File: src/rtl/spc_pkg.sv
// package: register map, field positions and reset values of the serial
// port configuration block
// assumes: 15-bit register address, 8-bit registers
package spc_pkg;

  localparam int          ADDR_W          = 15;
  localparam int          DATA_W          = 8;

  // ----------------------------------------------------------------------
  // register offsets
  // ----------------------------------------------------------------------
  localparam logic [14:0] ADDR_CFG_A      = 15'h0000;
  localparam logic [14:0] ADDR_CFG_B      = 15'h0001;
  localparam logic [14:0] ADDR_UPDATE     = 15'h000F;
  localparam logic [14:0] ADDR_USER       = 15'h0010;

  // ----------------------------------------------------------------------
  // configuration A fields, upper bit and its mirror
  // ----------------------------------------------------------------------
  localparam int          A_SOFT_RST_HI   = 7;
  localparam int          A_SOFT_RST_LO   = 0;
  localparam int          A_LSB_FIRST_HI  = 6;
  localparam int          A_LSB_FIRST_LO  = 1;
  localparam int          A_ASCEND_HI     = 5;
  localparam int          A_ASCEND_LO     = 2;
  localparam int          A_SDO_EN_HI     = 4;
  localparam int          A_SDO_EN_LO     = 3;

  // ----------------------------------------------------------------------
  // configuration B and update fields
  // ----------------------------------------------------------------------
  localparam int          B_READ_BUF      = 5;
  localparam int          B_LOGIC_RST     = 2;
  localparam int          UPD_STROBE      = 0;

  // ----------------------------------------------------------------------
  // reset values
  // ----------------------------------------------------------------------
  localparam logic [7:0]  CFG_A_RST       = 8'h00;
  localparam logic        READ_BUF_RST    = 1'b0;
  localparam logic [7:0]  USER_RST        = 8'h00;

  typedef enum logic [2:0] {
    SPC_IDLE  = 3'b001,
    SPC_INSTR = 3'b010,
    SPC_DATA  = 3'b100
  } spc_state_t;

endpackage

File: src/rtl/spc_pin_sync.sv
// file: three-stage synchroniser for one pin, agreed level output
// assumes: pin is asynchronous to core_clk
`timescale 1ns/1ps
module spc_pin_sync #(
  parameter logic RESET_LEVEL = 1'b0
) (
  input  wire logic core_clk,
  input  wire logic reset,
  input  wire logic pin,
  output logic      level
);

  logic stage1;
  logic stage2;
  logic stage3;

  // level moves only once stages two and three agree
  always_ff @(posedge core_clk)
  begin
    if (reset)
    begin
      stage1 <= RESET_LEVEL;
      stage2 <= RESET_LEVEL;
      stage3 <= RESET_LEVEL;
      level  <= RESET_LEVEL;
    end
    else
    begin
      stage1 <= pin;
      stage2 <= stage1;
      stage3 <= stage2;
      if (stage2 == stage3)
        level <= stage3;
    end
  end

endmodule // spc_pin_sync

File: src/rtl/spc_serial_port.sv
// file: serial control port slave with its two configuration registers,
// the update strobe and one buffered control register
// assumes: sclk much slower than core_clk (oversampled), mode 0 timing
`timescale 1ns/1ps
module spc_serial_port
  import spc_pkg::*;
(
  input  wire logic                core_clk,
  input  wire logic                reset,
  input  wire logic                i2c_mode,
  input  wire logic                sclk,
  input  wire logic                csb_n,
  input  wire logic                sdio_in,
  output logic                     sdio_out,
  output logic                     sdio_oe_n,
  output logic                     sdo_out,
  output logic                     sdo_oe_n,
  output logic [spc_pkg::DATA_W-1:0] user_ctrl,
  output logic                     dev_logic_reset
);
  import spc_pkg::*;

  logic              sclk_lvl;
  logic              csb_lvl;
  logic              sdio_lvl;
  logic              i2c_lvl;
  logic              sclk_q;
  logic              csb_q;
  spc_state_t        state;
  logic [2:0]        bit_cnt;
  logic              hi_done;
  logic              rw;
  logic [14:0]       addr;
  logic [7:0]        shreg;
  logic [7:0]        tx;
  logic [7:0]        cfg_a;
  logic              read_buf;
  logic [7:0]        user_buf;
  logic              soft_pend;

  // ----------------------------------------------------------------------
  // pin synchronisers
  // ----------------------------------------------------------------------
  spc_pin_sync #(.RESET_LEVEL(1'b0)) u_sync_sclk (
    .core_clk (core_clk),
    .reset    (reset),
    .pin      (sclk),
    .level    (sclk_lvl)
  );
  spc_pin_sync #(.RESET_LEVEL(1'b1)) u_sync_csb (
    .core_clk (core_clk),
    .reset    (reset),
    .pin      (csb_n),
    .level    (csb_lvl)
  );
  spc_pin_sync #(.RESET_LEVEL(1'b0)) u_sync_sdio (
    .core_clk (core_clk),
    .reset    (reset),
    .pin      (sdio_in),
    .level    (sdio_lvl)
  );
  spc_pin_sync #(.RESET_LEVEL(1'b0)) u_sync_i2c (
    .core_clk (core_clk),
    .reset    (reset),
    .pin      (i2c_mode),
    .level    (i2c_lvl)
  );

  // ----------------------------------------------------------------------
  // functions
  // ----------------------------------------------------------------------
  function automatic logic [7:0] rev8(input logic [7:0] v);
    logic [7:0] r;
    r = 8'h00;
    for (int i = 0; i < 8; i++)
      r[i] = v[7-i];
    return r;
  endfunction

  function automatic logic [7:0] rd_reg(input logic [14:0] a,
                                        input logic [7:0]  ca,
                                        input logic        rb,
                                        input logic [7:0]  ub,
                                        input logic [7:0]  ua);
    logic [7:0] d;
    d = 8'h00;
    if (a == ADDR_CFG_A)
      d = ca;
    else if (a == ADDR_CFG_B)
      d[B_READ_BUF] = rb;
    else if (a == ADDR_USER)
      d = rb ? ub : ua;
    return d;
  endfunction

  // ----------------------------------------------------------------------
  // decode
  // ----------------------------------------------------------------------
  // pairwise AND
  wire       lsb_eff    = cfg_a[A_LSB_FIRST_HI] & cfg_a[A_LSB_FIRST_LO] & ~i2c_lvl;
  wire       ascend_eff = cfg_a[A_ASCEND_HI] & cfg_a[A_ASCEND_LO] & ~i2c_lvl;
  wire       sdo_eff    = cfg_a[A_SDO_EN_HI] & cfg_a[A_SDO_EN_LO] & ~i2c_lvl;

  wire       sclk_rise  = sclk_lvl & ~sclk_q;
  wire       sclk_fall  = ~sclk_lvl & sclk_q;
  wire       csb_fall   = ~csb_lvl & csb_q;
  wire [7:0] next_sh    = {shreg[6:0], sdio_lvl};
  wire [7:0] rx_byte    = lsb_eff ? rev8(next_sh) : next_sh;
  wire       byte_done  = sclk_rise && (bit_cnt == 3'd7);
  wire       wr_strobe  = byte_done && (state == SPC_DATA) && !rw && !csb_lvl;
  wire [14:0] step_addr = ascend_eff ? 15'(addr + 15'd1) : 15'(addr - 15'd1);
  wire [14:0] instr_addr = {addr[14:8], rx_byte};
  wire [14:0] load_addr  = (state == SPC_INSTR) ? instr_addr : step_addr;
  wire [7:0]  rd_raw     = rd_reg(load_addr, cfg_a, read_buf, user_buf, user_ctrl);
  wire [7:0]  tx_load    = lsb_eff ? rev8(rd_raw) : rd_raw;
  wire        driving    = (state == SPC_DATA) && rw && !csb_lvl;

  // both bits of the pair required
  wire        soft_hit   = wr_strobe && (addr == ADDR_CFG_A) && !i2c_lvl &&
                           rx_byte[A_SOFT_RST_HI] && rx_byte[A_SOFT_RST_LO];
  wire        logic_hit  = wr_strobe && (addr == ADDR_CFG_B) && rx_byte[B_LOGIC_RST];
  wire        eng_reset  = reset | soft_pend | dev_logic_reset;

  // ----------------------------------------------------------------------
  // frame engine
  // ----------------------------------------------------------------------
  always_ff @(posedge core_clk)
  begin
    if (reset)
    begin
      sclk_q <= 1'b0;
      csb_q  <= 1'b1;
    end
    else
    begin
      sclk_q <= sclk_lvl;
      csb_q  <= csb_lvl;
    end
  end

  // a logic reset drops the frame in flight; the host starts a new one
  always_ff @(posedge core_clk)
  begin
    if (eng_reset)
    begin
      state    <= SPC_IDLE;
      bit_cnt  <= 3'd0;
      hi_done  <= 1'b0;
      rw       <= 1'b0;
      addr     <= 15'h0000;
      shreg    <= 8'h00;
      tx       <= 8'h00;
      sdio_out <= 1'b0;
      sdo_out  <= 1'b0;
    end
    else
    begin
      case (state)
        SPC_IDLE:
        begin
          bit_cnt <= 3'd0;
          hi_done <= 1'b0;
          if (csb_fall)
            state <= SPC_INSTR;
        end
        SPC_INSTR:
        begin
          if (csb_lvl)
            state <= SPC_IDLE;
          else if (sclk_rise)
          begin
            shreg   <= next_sh;
            bit_cnt <= 3'(bit_cnt + 3'd1);
            if (byte_done && !hi_done)
            begin
              rw         <= rx_byte[7];
              addr[14:8] <= rx_byte[6:0];
              hi_done    <= 1'b1;
            end
            else if (byte_done)
            begin
              addr  <= instr_addr;
              tx    <= tx_load;
              state <= SPC_DATA;
            end
          end
        end
        SPC_DATA:
        begin
          if (csb_lvl)
            state <= SPC_IDLE;
          else if (sclk_rise)
          begin
            shreg   <= next_sh;
            bit_cnt <= 3'(bit_cnt + 3'd1);
            if (byte_done)
            begin
              addr <= step_addr;
              tx   <= tx_load;
            end
          end
          else if (sclk_fall && rw)
          begin
            sdio_out <= tx[7];
            sdo_out  <= tx[7];
            tx       <= {tx[6:0], 1'b0};
          end
        end
        default:
          state <= SPC_IDLE;
      endcase
    end
  end

  // ----------------------------------------------------------------------
  // pin drive
  // ----------------------------------------------------------------------
  always_ff @(posedge core_clk)
  begin
    if (reset)
    begin
      sdio_oe_n <= 1'b1;
      sdo_oe_n  <= 1'b1;
    end
    else
    begin
      // read data on separate pin in 4-wire mode
      sdio_oe_n <= ~(driving & ~sdo_eff);
      sdo_oe_n  <= ~(driving & sdo_eff);
    end
  end

  // ----------------------------------------------------------------------
  // registers
  // ----------------------------------------------------------------------
  // soft reset returns every register to default
  always_ff @(posedge core_clk)
  begin
    if (reset | soft_pend)
    begin
      cfg_a     <= CFG_A_RST;
      read_buf  <= READ_BUF_RST;
      user_buf  <= USER_RST;
      user_ctrl <= USER_RST;
    end
    else if (wr_strobe)
    begin
      if (addr == ADDR_CFG_A)
        cfg_a <= rx_byte;
      if (addr == ADDR_CFG_B)
        read_buf <= rx_byte[B_READ_BUF];
      if (addr == ADDR_USER)
        user_buf <= rx_byte;
      // strobe is never stored, so it reads back zero
      if (addr == ADDR_UPDATE && rx_byte[UPD_STROBE])
        user_ctrl <= user_buf;
    end
  end

  // outside i2c_mode the soft reset bits are stored in cfg_a for one cycle: the reset that follows clears them
  always_ff @(posedge core_clk)
  begin
    if (reset)
    begin
      soft_pend       <= 1'b0;
      dev_logic_reset <= 1'b0;
    end
    else
    begin
      soft_pend       <= soft_hit;
      dev_logic_reset <= soft_hit | logic_hit;
    end
  end

endmodule // spc_serial_port

File: config.mk
export PLATFORM = sky130hd
export DESIGN_NAME = spc_serial_port
export DESIGN_NICKNAME = d
export VERILOG_FILES = /design/src/rtl/spc_pkg.sv /design/src/rtl/spc_pin_sync.sv /design/src/rtl/spc_serial_port.sv
export SDC_FILE = /design/constraint.sdc
export NUM_CORES = 1
export LEC_CHECK = 0
export BUFFER_PORTS_ARGS = -buffer_cell sky130_fd_sc_hd__buf_4
export CORE_UTILIZATION = 45
export CTS_BUF_LIST = sky130_fd_sc_hd__clkbuf_8
export DETAILED_ROUTE_END_ITERATION = 8
export MAX_ROUTING_LAYER = met4
export PLACE_DENSITY = 0.73
export RECOVER_POWER = 100
export SETUP_SLACK_MARGIN = 0.02
export SLEW_MARGIN = 20
export SYNTH_ARGS = -nofsm -noshare
export SYNTH_HDL_FRONTEND = slang
export SYNTH_SLANG_ARGS = --single-unit
File: constraint.sdc
create_clock -name core_clk -period 2.4 [get_ports core_clk]
set_input_delay 0.48 -clock core_clk [delete_from_list [all_inputs] [get_ports core_clk]]
set_output_delay 0.48 -clock core_clk [all_outputs]
set_load 0.01 [all_outputs]
Yosys cells after proc, flatten, opt, wreduce, memory -nomap -nowiden --
Cells that the tools add are included.
Word-level totals: output and inout port bits 13, register bits after elaboration 86
Cells by class: bitwise gates (word level) 22, $add $sub $neg 3, muxes and demuxes 41, equal/unequal tests 29, reduce and logical (&&, ||, !) cells 38
Operators with widths (count):
- $mux W8 | 14
- $mux W15 | 7
- $eq A15 B1 Y1 const B | 2
- $eq A15 B5 Y1 const B | 2
- $logic_not A15 Y1 | 2
- $pmux W15 S2 | 1
- $mux W3 | 8
- $ne A2 B2 Y1 const B | 9
- $pmux W8 S2 | 1
- $add A15 B1 Y15 const B | 1
- $eq A15 B4 Y1 const B | 1
- $logic_and A1 B1 Y1 | 15
- $sub A15 B1 Y15 const B | 1
- $ne A3 B2 Y1 const B | 4
- $reduce_and A4 Y1 | 3
- $and A1 B1 Y1 | 11
- $pmux W3 S3 | 1
- $not A1 Y1 | 8
- $reduce_and A2 Y1 | 4
- $reduce_and A8 Y1 | 1
- $mux W7 | 1
- $reduce_and A7 Y1 | 1
- $eq A3 B3 Y1 const B | 2
- $ne A2 B1 Y1 const B | 3
- 16 further kinds | 30

Longest topological paths before layout --
Gate-level depths: netlist of run 1.
depth after elaboration 14, depth in mapped cells 10

Hierarchy --
Synthesis of run 1 repeated with hierarchy kept, for this count alone.
Second synthesis, totals: cell total of the unflattened synthesis 613, area, all modules 4828.4 um^2
By module, submodules not included:
- spc_serial_port | area each 4375.4 um^2, sequential area each 1401.3 um^2, instances 1, cells each 573
- spc_pin_sync at u_sync_i2c ... | area each 112.6 um^2, sequential area each 80.1 um^2, instances 3, cells each 10
- spc_pin_sync at u_sync_csb | area each 115.1 um^2, sequential area each 80.1 um^2, instances 1, cells each 10

Worst setup path after synthesis of run 1 --
Ideal clock, no wire load.
path type reg-to-reg, start point register addr[0], end point register tx[1], arrival time 2.550 ns, clock period less this slack 2.634 ns, data required time 2.316 ns, setup slack -0.234 ns, stages on the path, launching flop included 8, cell sequence dfxtp_1 > or4_4 > or4_4 > a22oi_2 > xnor2_1 > nand4_1 > a221o_2 > o31ai_2
On the way: longest elaborated chain between the ends 13
RTL lines:
- from (decl) | RTL line spc_serial_port.sv:33 | logic [14:0] addr;
- from (signal assigned) | RTL line spc_serial_port.sv:182 | addr <= instr_addr;
- from (signal assigned) | RTL line spc_serial_port.sv:198 | addr <= step_addr;
- $sub A15 B1 Y15 / $add A15 B1 Y15 (equally long branches) | RTL line spc_serial_port.sv:111 | wire [14:0] step_addr = ascend_eff ? 15'(addr + 15'd1) : 15'(addr - 15'd1);
- $mux W15 (*) | RTL line spc_serial_port.sv:111
- $mux W15 (*) | RTL line spc_serial_port.sv:113 | wire [14:0] load_addr = (state == SPC_INSTR) ? instr_addr : step_addr;
- $eq A15 B5 Y1 | RTL line spc_serial_port.sv:91 | else if (a == ADDR_USER)
- $mux W8 | RTL line spc_serial_port.sv:91
- $mux W5 / $mux W2 (equally long branches) | RTL line spc_serial_port.sv:89 | else if (a == ADDR_CFG_B)
- $mux W8 (*) | RTL line spc_serial_port.sv:87 | if (a == ADDR_CFG_A)
- $mux W8 (*) | RTL line spc_serial_port.sv:115 | wire [7:0] tx_load = lsb_eff ? rev8(rd_raw) : rd_raw;
- $mux W8 (*) | RTL line spc_serial_port.sv:180, spc_serial_port.sv:196
- $mux W8 | RTL line spc_serial_port.sv:174 | if (byte_done && !hi_done)
- $mux W8 | RTL line spc_serial_port.sv:170 | else if (sclk_rise)
- $mux W8 | RTL line spc_serial_port.sv:168 | if (csb_lvl)
- $pmux W8 S2 (*) | RTL line spc_serial_port.sv:158 | case (state)
- to (signal assigned) | RTL line spc_serial_port.sv:183 | tx <= tx_load;
- to (signal assigned) | RTL line spc_serial_port.sv:199 | tx <= tx_load;
- to (signal assigned) | RTL line spc_serial_port.sv:206 | tx <= {tx[6:0], 1'b0};
- to (decl) | RTL line spc_serial_port.sv:35 | logic [7:0] tx;
Every way passes the cells marked *; elsewhere a longest branch is shown, timed or not. The select of a mux whose other input is x is not followed. A chain may end at the register's enable or synchronous reset.

Worst setup path after layout of run 1 --
start point register addr[8], end point register tx[3]
On the way: longest elaborated chain between the ends 13
RTL lines:
- from (signal assigned) | RTL line spc_serial_port.sv:177 | addr[14:8] <= rx_byte[6:0];
- from (signal assigned) | RTL line spc_serial_port.sv:182
- from (signal assigned) | RTL line spc_serial_port.sv:198
- $sub A15 B1 Y15 / $add A15 B1 Y15 (equally long branches) | RTL line spc_serial_port.sv:111
- $mux W15 | RTL line spc_serial_port.sv:111
- $mux W15 (*) | RTL line spc_serial_port.sv:113
- $eq A15 B5 Y1 | RTL line spc_serial_port.sv:91
- $mux W8 | RTL line spc_serial_port.sv:91
- $mux W5 | RTL line spc_serial_port.sv:89
- $mux W8 (*) | RTL line spc_serial_port.sv:87
- $mux W8 (*) | RTL line spc_serial_port.sv:115
- $mux W8 (*) | RTL line spc_serial_port.sv:180, spc_serial_port.sv:196
- $mux W8 | RTL line spc_serial_port.sv:174
- $mux W8 | RTL line spc_serial_port.sv:170
- $mux W8 | RTL line spc_serial_port.sv:168
- $pmux W8 S2 (*) | RTL line spc_serial_port.sv:158
Marked as above.

==> flow_metrics.tcl, run 1 <==
set metrics [dict create \
    period_minus_slack_ns 2.66 \
    die-area_um2 11400 \
    ant_nets 0 \
    synth_area_leaders "dfxtp_1, nor2_1, nand2_1" \
    dp_slack_ns -0.271 \
    avgSynthCellArea_um2 8.21 \
    antenna_found_initial 0 \
    yosysWarnings 0 \
    gp_congestion 0.958 \
    avgViaCountPerCell 6.05 \
    grt_pass1_wl_mm 23.1 \
    fmax_mhz 376 \
    ir_worst_vdd_uv 461 \
    htreeDepth 3 \
    clock_latency_ns 0.37 \
    crit_slowest_cell "or4_4" \
    wl_per_cell_um 17.8 \
    clock_skew_ns 0.00987 \
    crit_fanout 8 \
    clkSlewWorstSetupHoldPaths_ns 0.09 \
    core-area_um2 10500 \
    netlist.area_leader.share 0.350 \
    cts_buffer_depth 2 \
    hold_class "input port to flip-flop" \
    end_kind "flip-flop" \
    die_y_um 107 \
    vias 4934 \
    arrival_ns 2.94 \
    drt_pass1_iterations 5 \
    synth_ff_type "dfxtp_1" \
    violations "setup timing" \
    final-hold-violation-count 0 \
    finalHoldWorstSlack_ns 0.285 \
    syn_inst 599 \
    grt_pass1_vias 4529 \
    synth_cell_type_count 64 \
    grt_use_total 0.269 \
    fin_ws_ns -0.257 \
    root_buffer "clkbuf_8" \
    io_buffers 18 \
    cts_tree "done" \
    cts_made_buffers 9 \
    diodes 0 \
    crit_type "flip-flop to flip-flop" \
    maxCapViolCount 0 \
    yosys.area.top_type "dfxtp_1" \
    drc 0 \
    clock-sinks 86 \
    start_util 0.470 \
    grt-ovfl-total 0 \
    nets 686 \
    seq_area_frac_synth 0.350 \
    design_area_um2 5880 \
    synth_edf_count 0 \
    dr.first_iter.drc_count 444 \
    dp_hpwl_mm 10.7 \
    drive_gt1_frac 0.240 \
    synth_area_um2 4920 \
    postCtsHoldBufs 0 \
    setup_violations 9 \
    cp-start-kind "flip-flop" \
    ys_ff_latch 86 \
    maxSlewViolCount 0 \
    powerDensity_nw_per_um2 449 \
    fin_crit_sh 1.11 \
    status "complete, but fails checks" \
    areaGrowthSynthToFinish_pct 19.5 \
    ios 19 \
    worstMarginPinSlew_ns 0.852 \
    p_leak_nw 2.23 \
    p_total_w 0.00264 \
    path_common_cell "or4_4" \
    postRouteWirelength_mm 14.5 \
    slew_headroom 0.432 \
    critical_path.max_stage_delay_ns 0.54 \
    die_w_um 107 \
    async_reset_ff_frac 0 \
    row_count 37 \
    cp_cell_sequence "or4_4, or4_4, a22oi_2, xnor2_1, nand4_1, a221o_2, o31ai_2" \
    worstPathRequired_ns 2.68 \
    syn-num-nets 610 \
    place_area_um2 5690 \
    rsz0062_at_grt "yes" \
    grt_start_max_net_pins 31 \
]
-- Yosys cell counts (4+ instances only) --
master	instances
dfxtp_1	86
nor2_1	73
nand2_1	67
a21oi_1	38
o21ai_0	33
nor3_1	29
a211oi_1	25
clkbuf_1	25
mux2i_1	25
mux2_2	14
nand3_1	13
nor2b_1	13
nand4_1	10
a22oi_1	9
or3_1	8
xnor2_1	8
and4_1	7
a211oi_2	6
inv_1	6
o211ai_1	6
or2_2	6
and3_1	5
buf_2	5
buf_6	5
ha_1	5
nor4_1	5
o2111ai_1	5
o31ai_1	5
nand3b_1	4
nor3b_1	4
-- path summary, 6_finish.rpt --
check                       to  slack, ns  cells after the start              start
min reg2reg  u_sync_csb.stage2       0.42                      1  u_sync_csb.stage1
max                      tx[3]      -0.26                      7            addr[8]
min          u_sync_csb.stage1       0.29                      2              csb_n
max reg2reg              tx[3]      -0.26                      7            addr[8]
-- power by group --
group	internal (W)	switching, W	total (W)
registers	0.00143	0.00000299	0.00144
logic	0.0000146	0.0000304	0.0000450
clock network	0.000591	0.000570	0.00116
-- metrics by stage --
stage	setup TNS (ns)	utilization	std cells
2_1_floorplan	-1.01	-	599
3_3_place_gp	-1.26	0.544	797
3_5_place_dp	-1.71	0.544	797
4_1_cts	-1.37	0.568	816
5_1_grt	-4.48	0.562	816
6_report	-1.67	0.562	816
-- cells by family after synthesis --
group | after synthesis | synth area share
AOI/OAI and AO/OA | 146 | 0.199
and+or+nand+nor | 266 | 0.283
xor gates and xnor gates | 8 | 0.0142
DFF | 86 | 0.350
adders and majority gates | 5 | 0.0127
buffers and inverters | 47 | 0.0511
muxes | 41 | 0.0903
-- critical path, delay by kind of cell (launching register included) --
kind / cells / cell delay, ns
simple gates: 3 / 1.17
flops: 1 / 0.33
compound gates: 3 / 0.93
xor+xnor: 1 / 0.15
-- placed cells by master, fill, tap and decap left out, types with 4 or more instances in the layout --
master / n
a211oi_2: 10
o2111ai_1: 5
nor3_1: 29
o31ai_1: 4
dfxtp_1: 82
nand2_1: 66
nor4_1: 4
xnor2_1: 8
clkbuf_8: 9
o211ai_1: 6
nor2b_1: 13
or2_2: 6
nor2_1: 73
nand3_1: 13
mux2_2: 14
ha_1: 5
a211oi_1: 21
clkbuf_1: 17
nand4_1: 10
a22oi_1: 9
inv_1: 7
a21oi_1: 37
and4_1: 7
nand3b_1: 4
or3_1: 9
mux2i_1: 25
buf_4: 84
and3_1: 5
o21ai_0: 33
-- layout make-up --
cell class                 instances  area [um2]
fill                            1011        4590
multi-input combinational        466        2980
sequential                        86        1730
timing repair buffer             106         752
tap                              136         170
clock buffer                       9         124
clock inverter                     7        95.1
inverter                           6        22.5
-- sequential cells by signal, indices dropped and copies added (netlist names), 3 cells and up --
register / flops
user_buf: 8
shreg: 7
state: 3
tx: 8
addr: 15
bit_cnt: 3
user_ctrl: 8
cfg_a: 8
-- metal layers --
layer  GRT usage  vias up  part of all wire  wire length, um
met5           -        -                 0                0
met4      0.0841        0             0.020              295
met3      0.0515       29             0.071             1030
met2       0.416      188              0.46             6680
met1       0.356     2387              0.45             6520
li1            -     2330                 -                -
-- timing repair --
item                                   in CTS  in global routing
gates cloned                                0                  0
setup endpoints to repair                   8                 41
pin swaps                                   4                  3
resized for setup                           6                  9
buffers inserted                            4                  0
endpoints found under the hold margin       0                  0
(Power assumes the default switching activity.)
==> run 2: changes to the inputs <==
--- a/config.mk
+++ b/config.mk
@@ -17,3 +17,4 @@
 export SYNTH_ARGS = -nofsm -noshare
 export SYNTH_HDL_FRONTEND = slang
 export SYNTH_SLANG_ARGS = --single-unit
+export TNS_END_PERCENT = 50
==> flow_metrics.tcl, run 2 (synthesis results as in run 1) <==
set metrics [dict create \
    ant_nets 0 \
    root_buffer "clkbuf_8" \
    period_minus_slack_ns 2.70 \
    min_from "csb_n" \
    p_sw_frac 0.257 \
    intPower_w 0.00186 \
    row_count 37 \
    fillers 998 \
    drt_pass1_iterations 5 \
    clock_skew_ns 0.0189 \
    crit_type "flip-flop to flip-flop" \
    top_layer "met4" \
    wl_met2_mm 6.35 \
    grt_pass1_vias 4412 \
    final_cell_mix "buf_4, dfxtp_1, nor2_1, nand2_1, a21oi_1" \
    nets 685 \
    critical_path.max_stage_delay_ns 0.41 \
    largest_reg_flops 15 \
    antenna_found_initial 0 \
    dp_hpwl_mm 10.8 \
    dp_slack_ns -0.269 \
    wl_met1_mm 6.53 \
    die_w_um 107 \
    cp-start-kind "flip-flop" \
    areaGrowthSynthToFinish_pct 18.0 \
    clock_latency_ns 0.37 \
    reg2reg_to "tx[3]" \
    maxSlewViolCount 0 \
    status "complete, but fails checks" \
    drive_gt1_frac 0.233 \
    final-hold-violation-count 0 \
    clkSlewWorstSetupHoldPaths_ns 0.10 \
    cp.depth 10 \
    worstMarginPinSlew_ns 0.887 \
    cts_buffer_depth 2 \
    fin_crit_sh 1.12 \
    gp_congestion 1.00 \
    post-route-util 0.555 \
    grt-ovfl-total 0 \
    htreeDepth 3 \
    drc 0 \
    multi_input_area_um2 2970 \
    p_seq_frac 0.575 \
    holdPathStages 2 \
    pwr-share-comb 0.018 \
    cts_tree "done" \
    grt_start_max_net_pins 32 \
    regMostFlops "addr" \
    io_buffers 18 \
    end_kind "flip-flop" \
    setup_tns_ns -2.01 \
    hold_class "input port to flip-flop" \
    power_switching_w 0.000641 \
    crit_buf_inv 2 \
    crit_fanout 8 \
    cp_cell_sequence "buf_2, ha_1, nand3_1, buf_4, nor4_1, a211oi_2, a211oi_1, o22ai_1, a221o_2, o31ai_1" \
    grt_pass1_wl_mm 22.7 \
    ir_worst_vdd_uv 394 \
    wl_per_cell_um 17.4 \
    p_leak_nw 2.20 \
    r2r_cells 10 \
    pwr-share-clk 0.407 \
    start_util 0.470 \
    dr.first_iter.drc_count 411 \
    crit_slowest_cell "a221o_2" \
    die-area_um2 11400 \
    ff2ff_setup_slack_ns -0.30 \
    slew_headroom 0.409 \
    arrival_ns 2.98 \
    design_area_um2 5800 \
    die_y_um 107 \
    diodes 0 \
    ios 19 \
    ff_latch_area_um2 1730 \
    cts_made_buffers 9 \
    violations "setup timing" \
    avgViaCountPerCell 5.88 \
    place_area_um2 5670 \
    worstPathRequired_ns 2.69 \
    rsz0062_at_grt "yes" \
    fin_ws_ns -0.296 \
    core-area_um2 10500 \
    maxCapViolCount 0 \
    p_total_w 0.00250 \
    hold_end "u_sync_csb.stage1" \
    fmax_mhz 371 \
    crit_family "compound AO/OA/AOI/OAI gates" \
    vias 4793 \
    grt_use_total 0.265 \
    setup_violations 10 \
    reg2reg_from "addr[0]" \
    final_common_cell "buf_4" \
    clock-sinks 86 \
    postRouteWirelength_mm 14.2 \
    powerDensity_nw_per_um2 430 \
    dr_wl_met3_mm 1.07 \
]
run 2: changes by cell type in the layout (fill, tap and decap cells not counted), moves of 2 or more:
cell / previous run / this run
buf_12: 2 / 0
buf_2: 0 / 2
buf_4: 84 / 86
bufinv_16: 2 / 0
dfxtp_1: 82 / 85
dfxtp_2: 3 / 0
inv_8: 0 / 2
o21ai_0: 33 / 31
o21ai_1: 1 / 3
run 2: layout make-up:
type                            instances  area share
Clock inverter                          7      0.0125
Timing Repair Buffer                  105       0.124
Tap cell                              136      0.0293
Inverter                                6     0.00388
Multi-Input combinational cell        466       0.511
Clock buffer                            9      0.0214
Sequential cell                        86       0.297
run 2: what timing repair did:
| action | in CTS | in global routing |
|---|---|---|
| hold endpoints to repair | 0 | 0 |
| buffers inserted | 2 | 1 |
| endpoints found under the setup margin | 8 | 40 |
| hold buffers | 0 | 0 |
| resized for setup | 1 | 9 |
| pin swaps | 4 | 4 |
run 2: power by group through the flow:
stage | Combinational [W] | Sequential (W) | Clock (W)
2_1_floorplan | 0.0000287 | 0.00147 | 0
3_3_place_gp | 0.0000447 | 0.00147 | 0
3_5_place_dp | 0.0000456 | 0.00147 | 0
4_1_cts | 0.0000457 | 0.00144 | 0.00104
5_1_grt | 0.0000481 | 0.00144 | 0.00109
6_report | 0.0000441 | 0.00144 | 0.00102
run 2: layer usage:
metal | up-vias | GRT usage
met5 | - | -
met4 | 0 | 0.0646
met3 | 18 | 0.0460
met2 | 176 | 0.408
met1 | 2280 | 0.360
li1 | 2319 | -
run 2: worst max path at each step:
stage | from | endpoint | slack (ns)
after floorplan | addr[7] | tx[7] | -0.15
after global placement | addr[7] | tx[3] | -0.20
after detailed placement | addr[7] | tx[3] | -0.27
after CTS | addr[7] | tx[3] | -0.21
after global routing | addr[0] | tx[7] | -0.42
final | addr[0] | tx[3] | -0.30
run 2: stage by stage:
step / hold WS [ns] / std cells
CTS: 0.292 / 814
finish: 0.298 / 815
detailed placement: 0.393 / 796
floorplan: 0.389 / 599
global route: 0.287 / 815
global placement: 0.392 / 796
run 2: worst reg2reg max path, cell delays in order (launching register included):
cell and delay [ns]:
dfxtp_1 0.36, buf_2 0.22, ha_1 0.22, nand3_1 0.22, buf_4 0.21, nor4_1 0.28, a211oi_2 0.09, a211oi_1 0.26
o22ai_1 0.13, a221o_2 0.41, o31ai_1 0.23
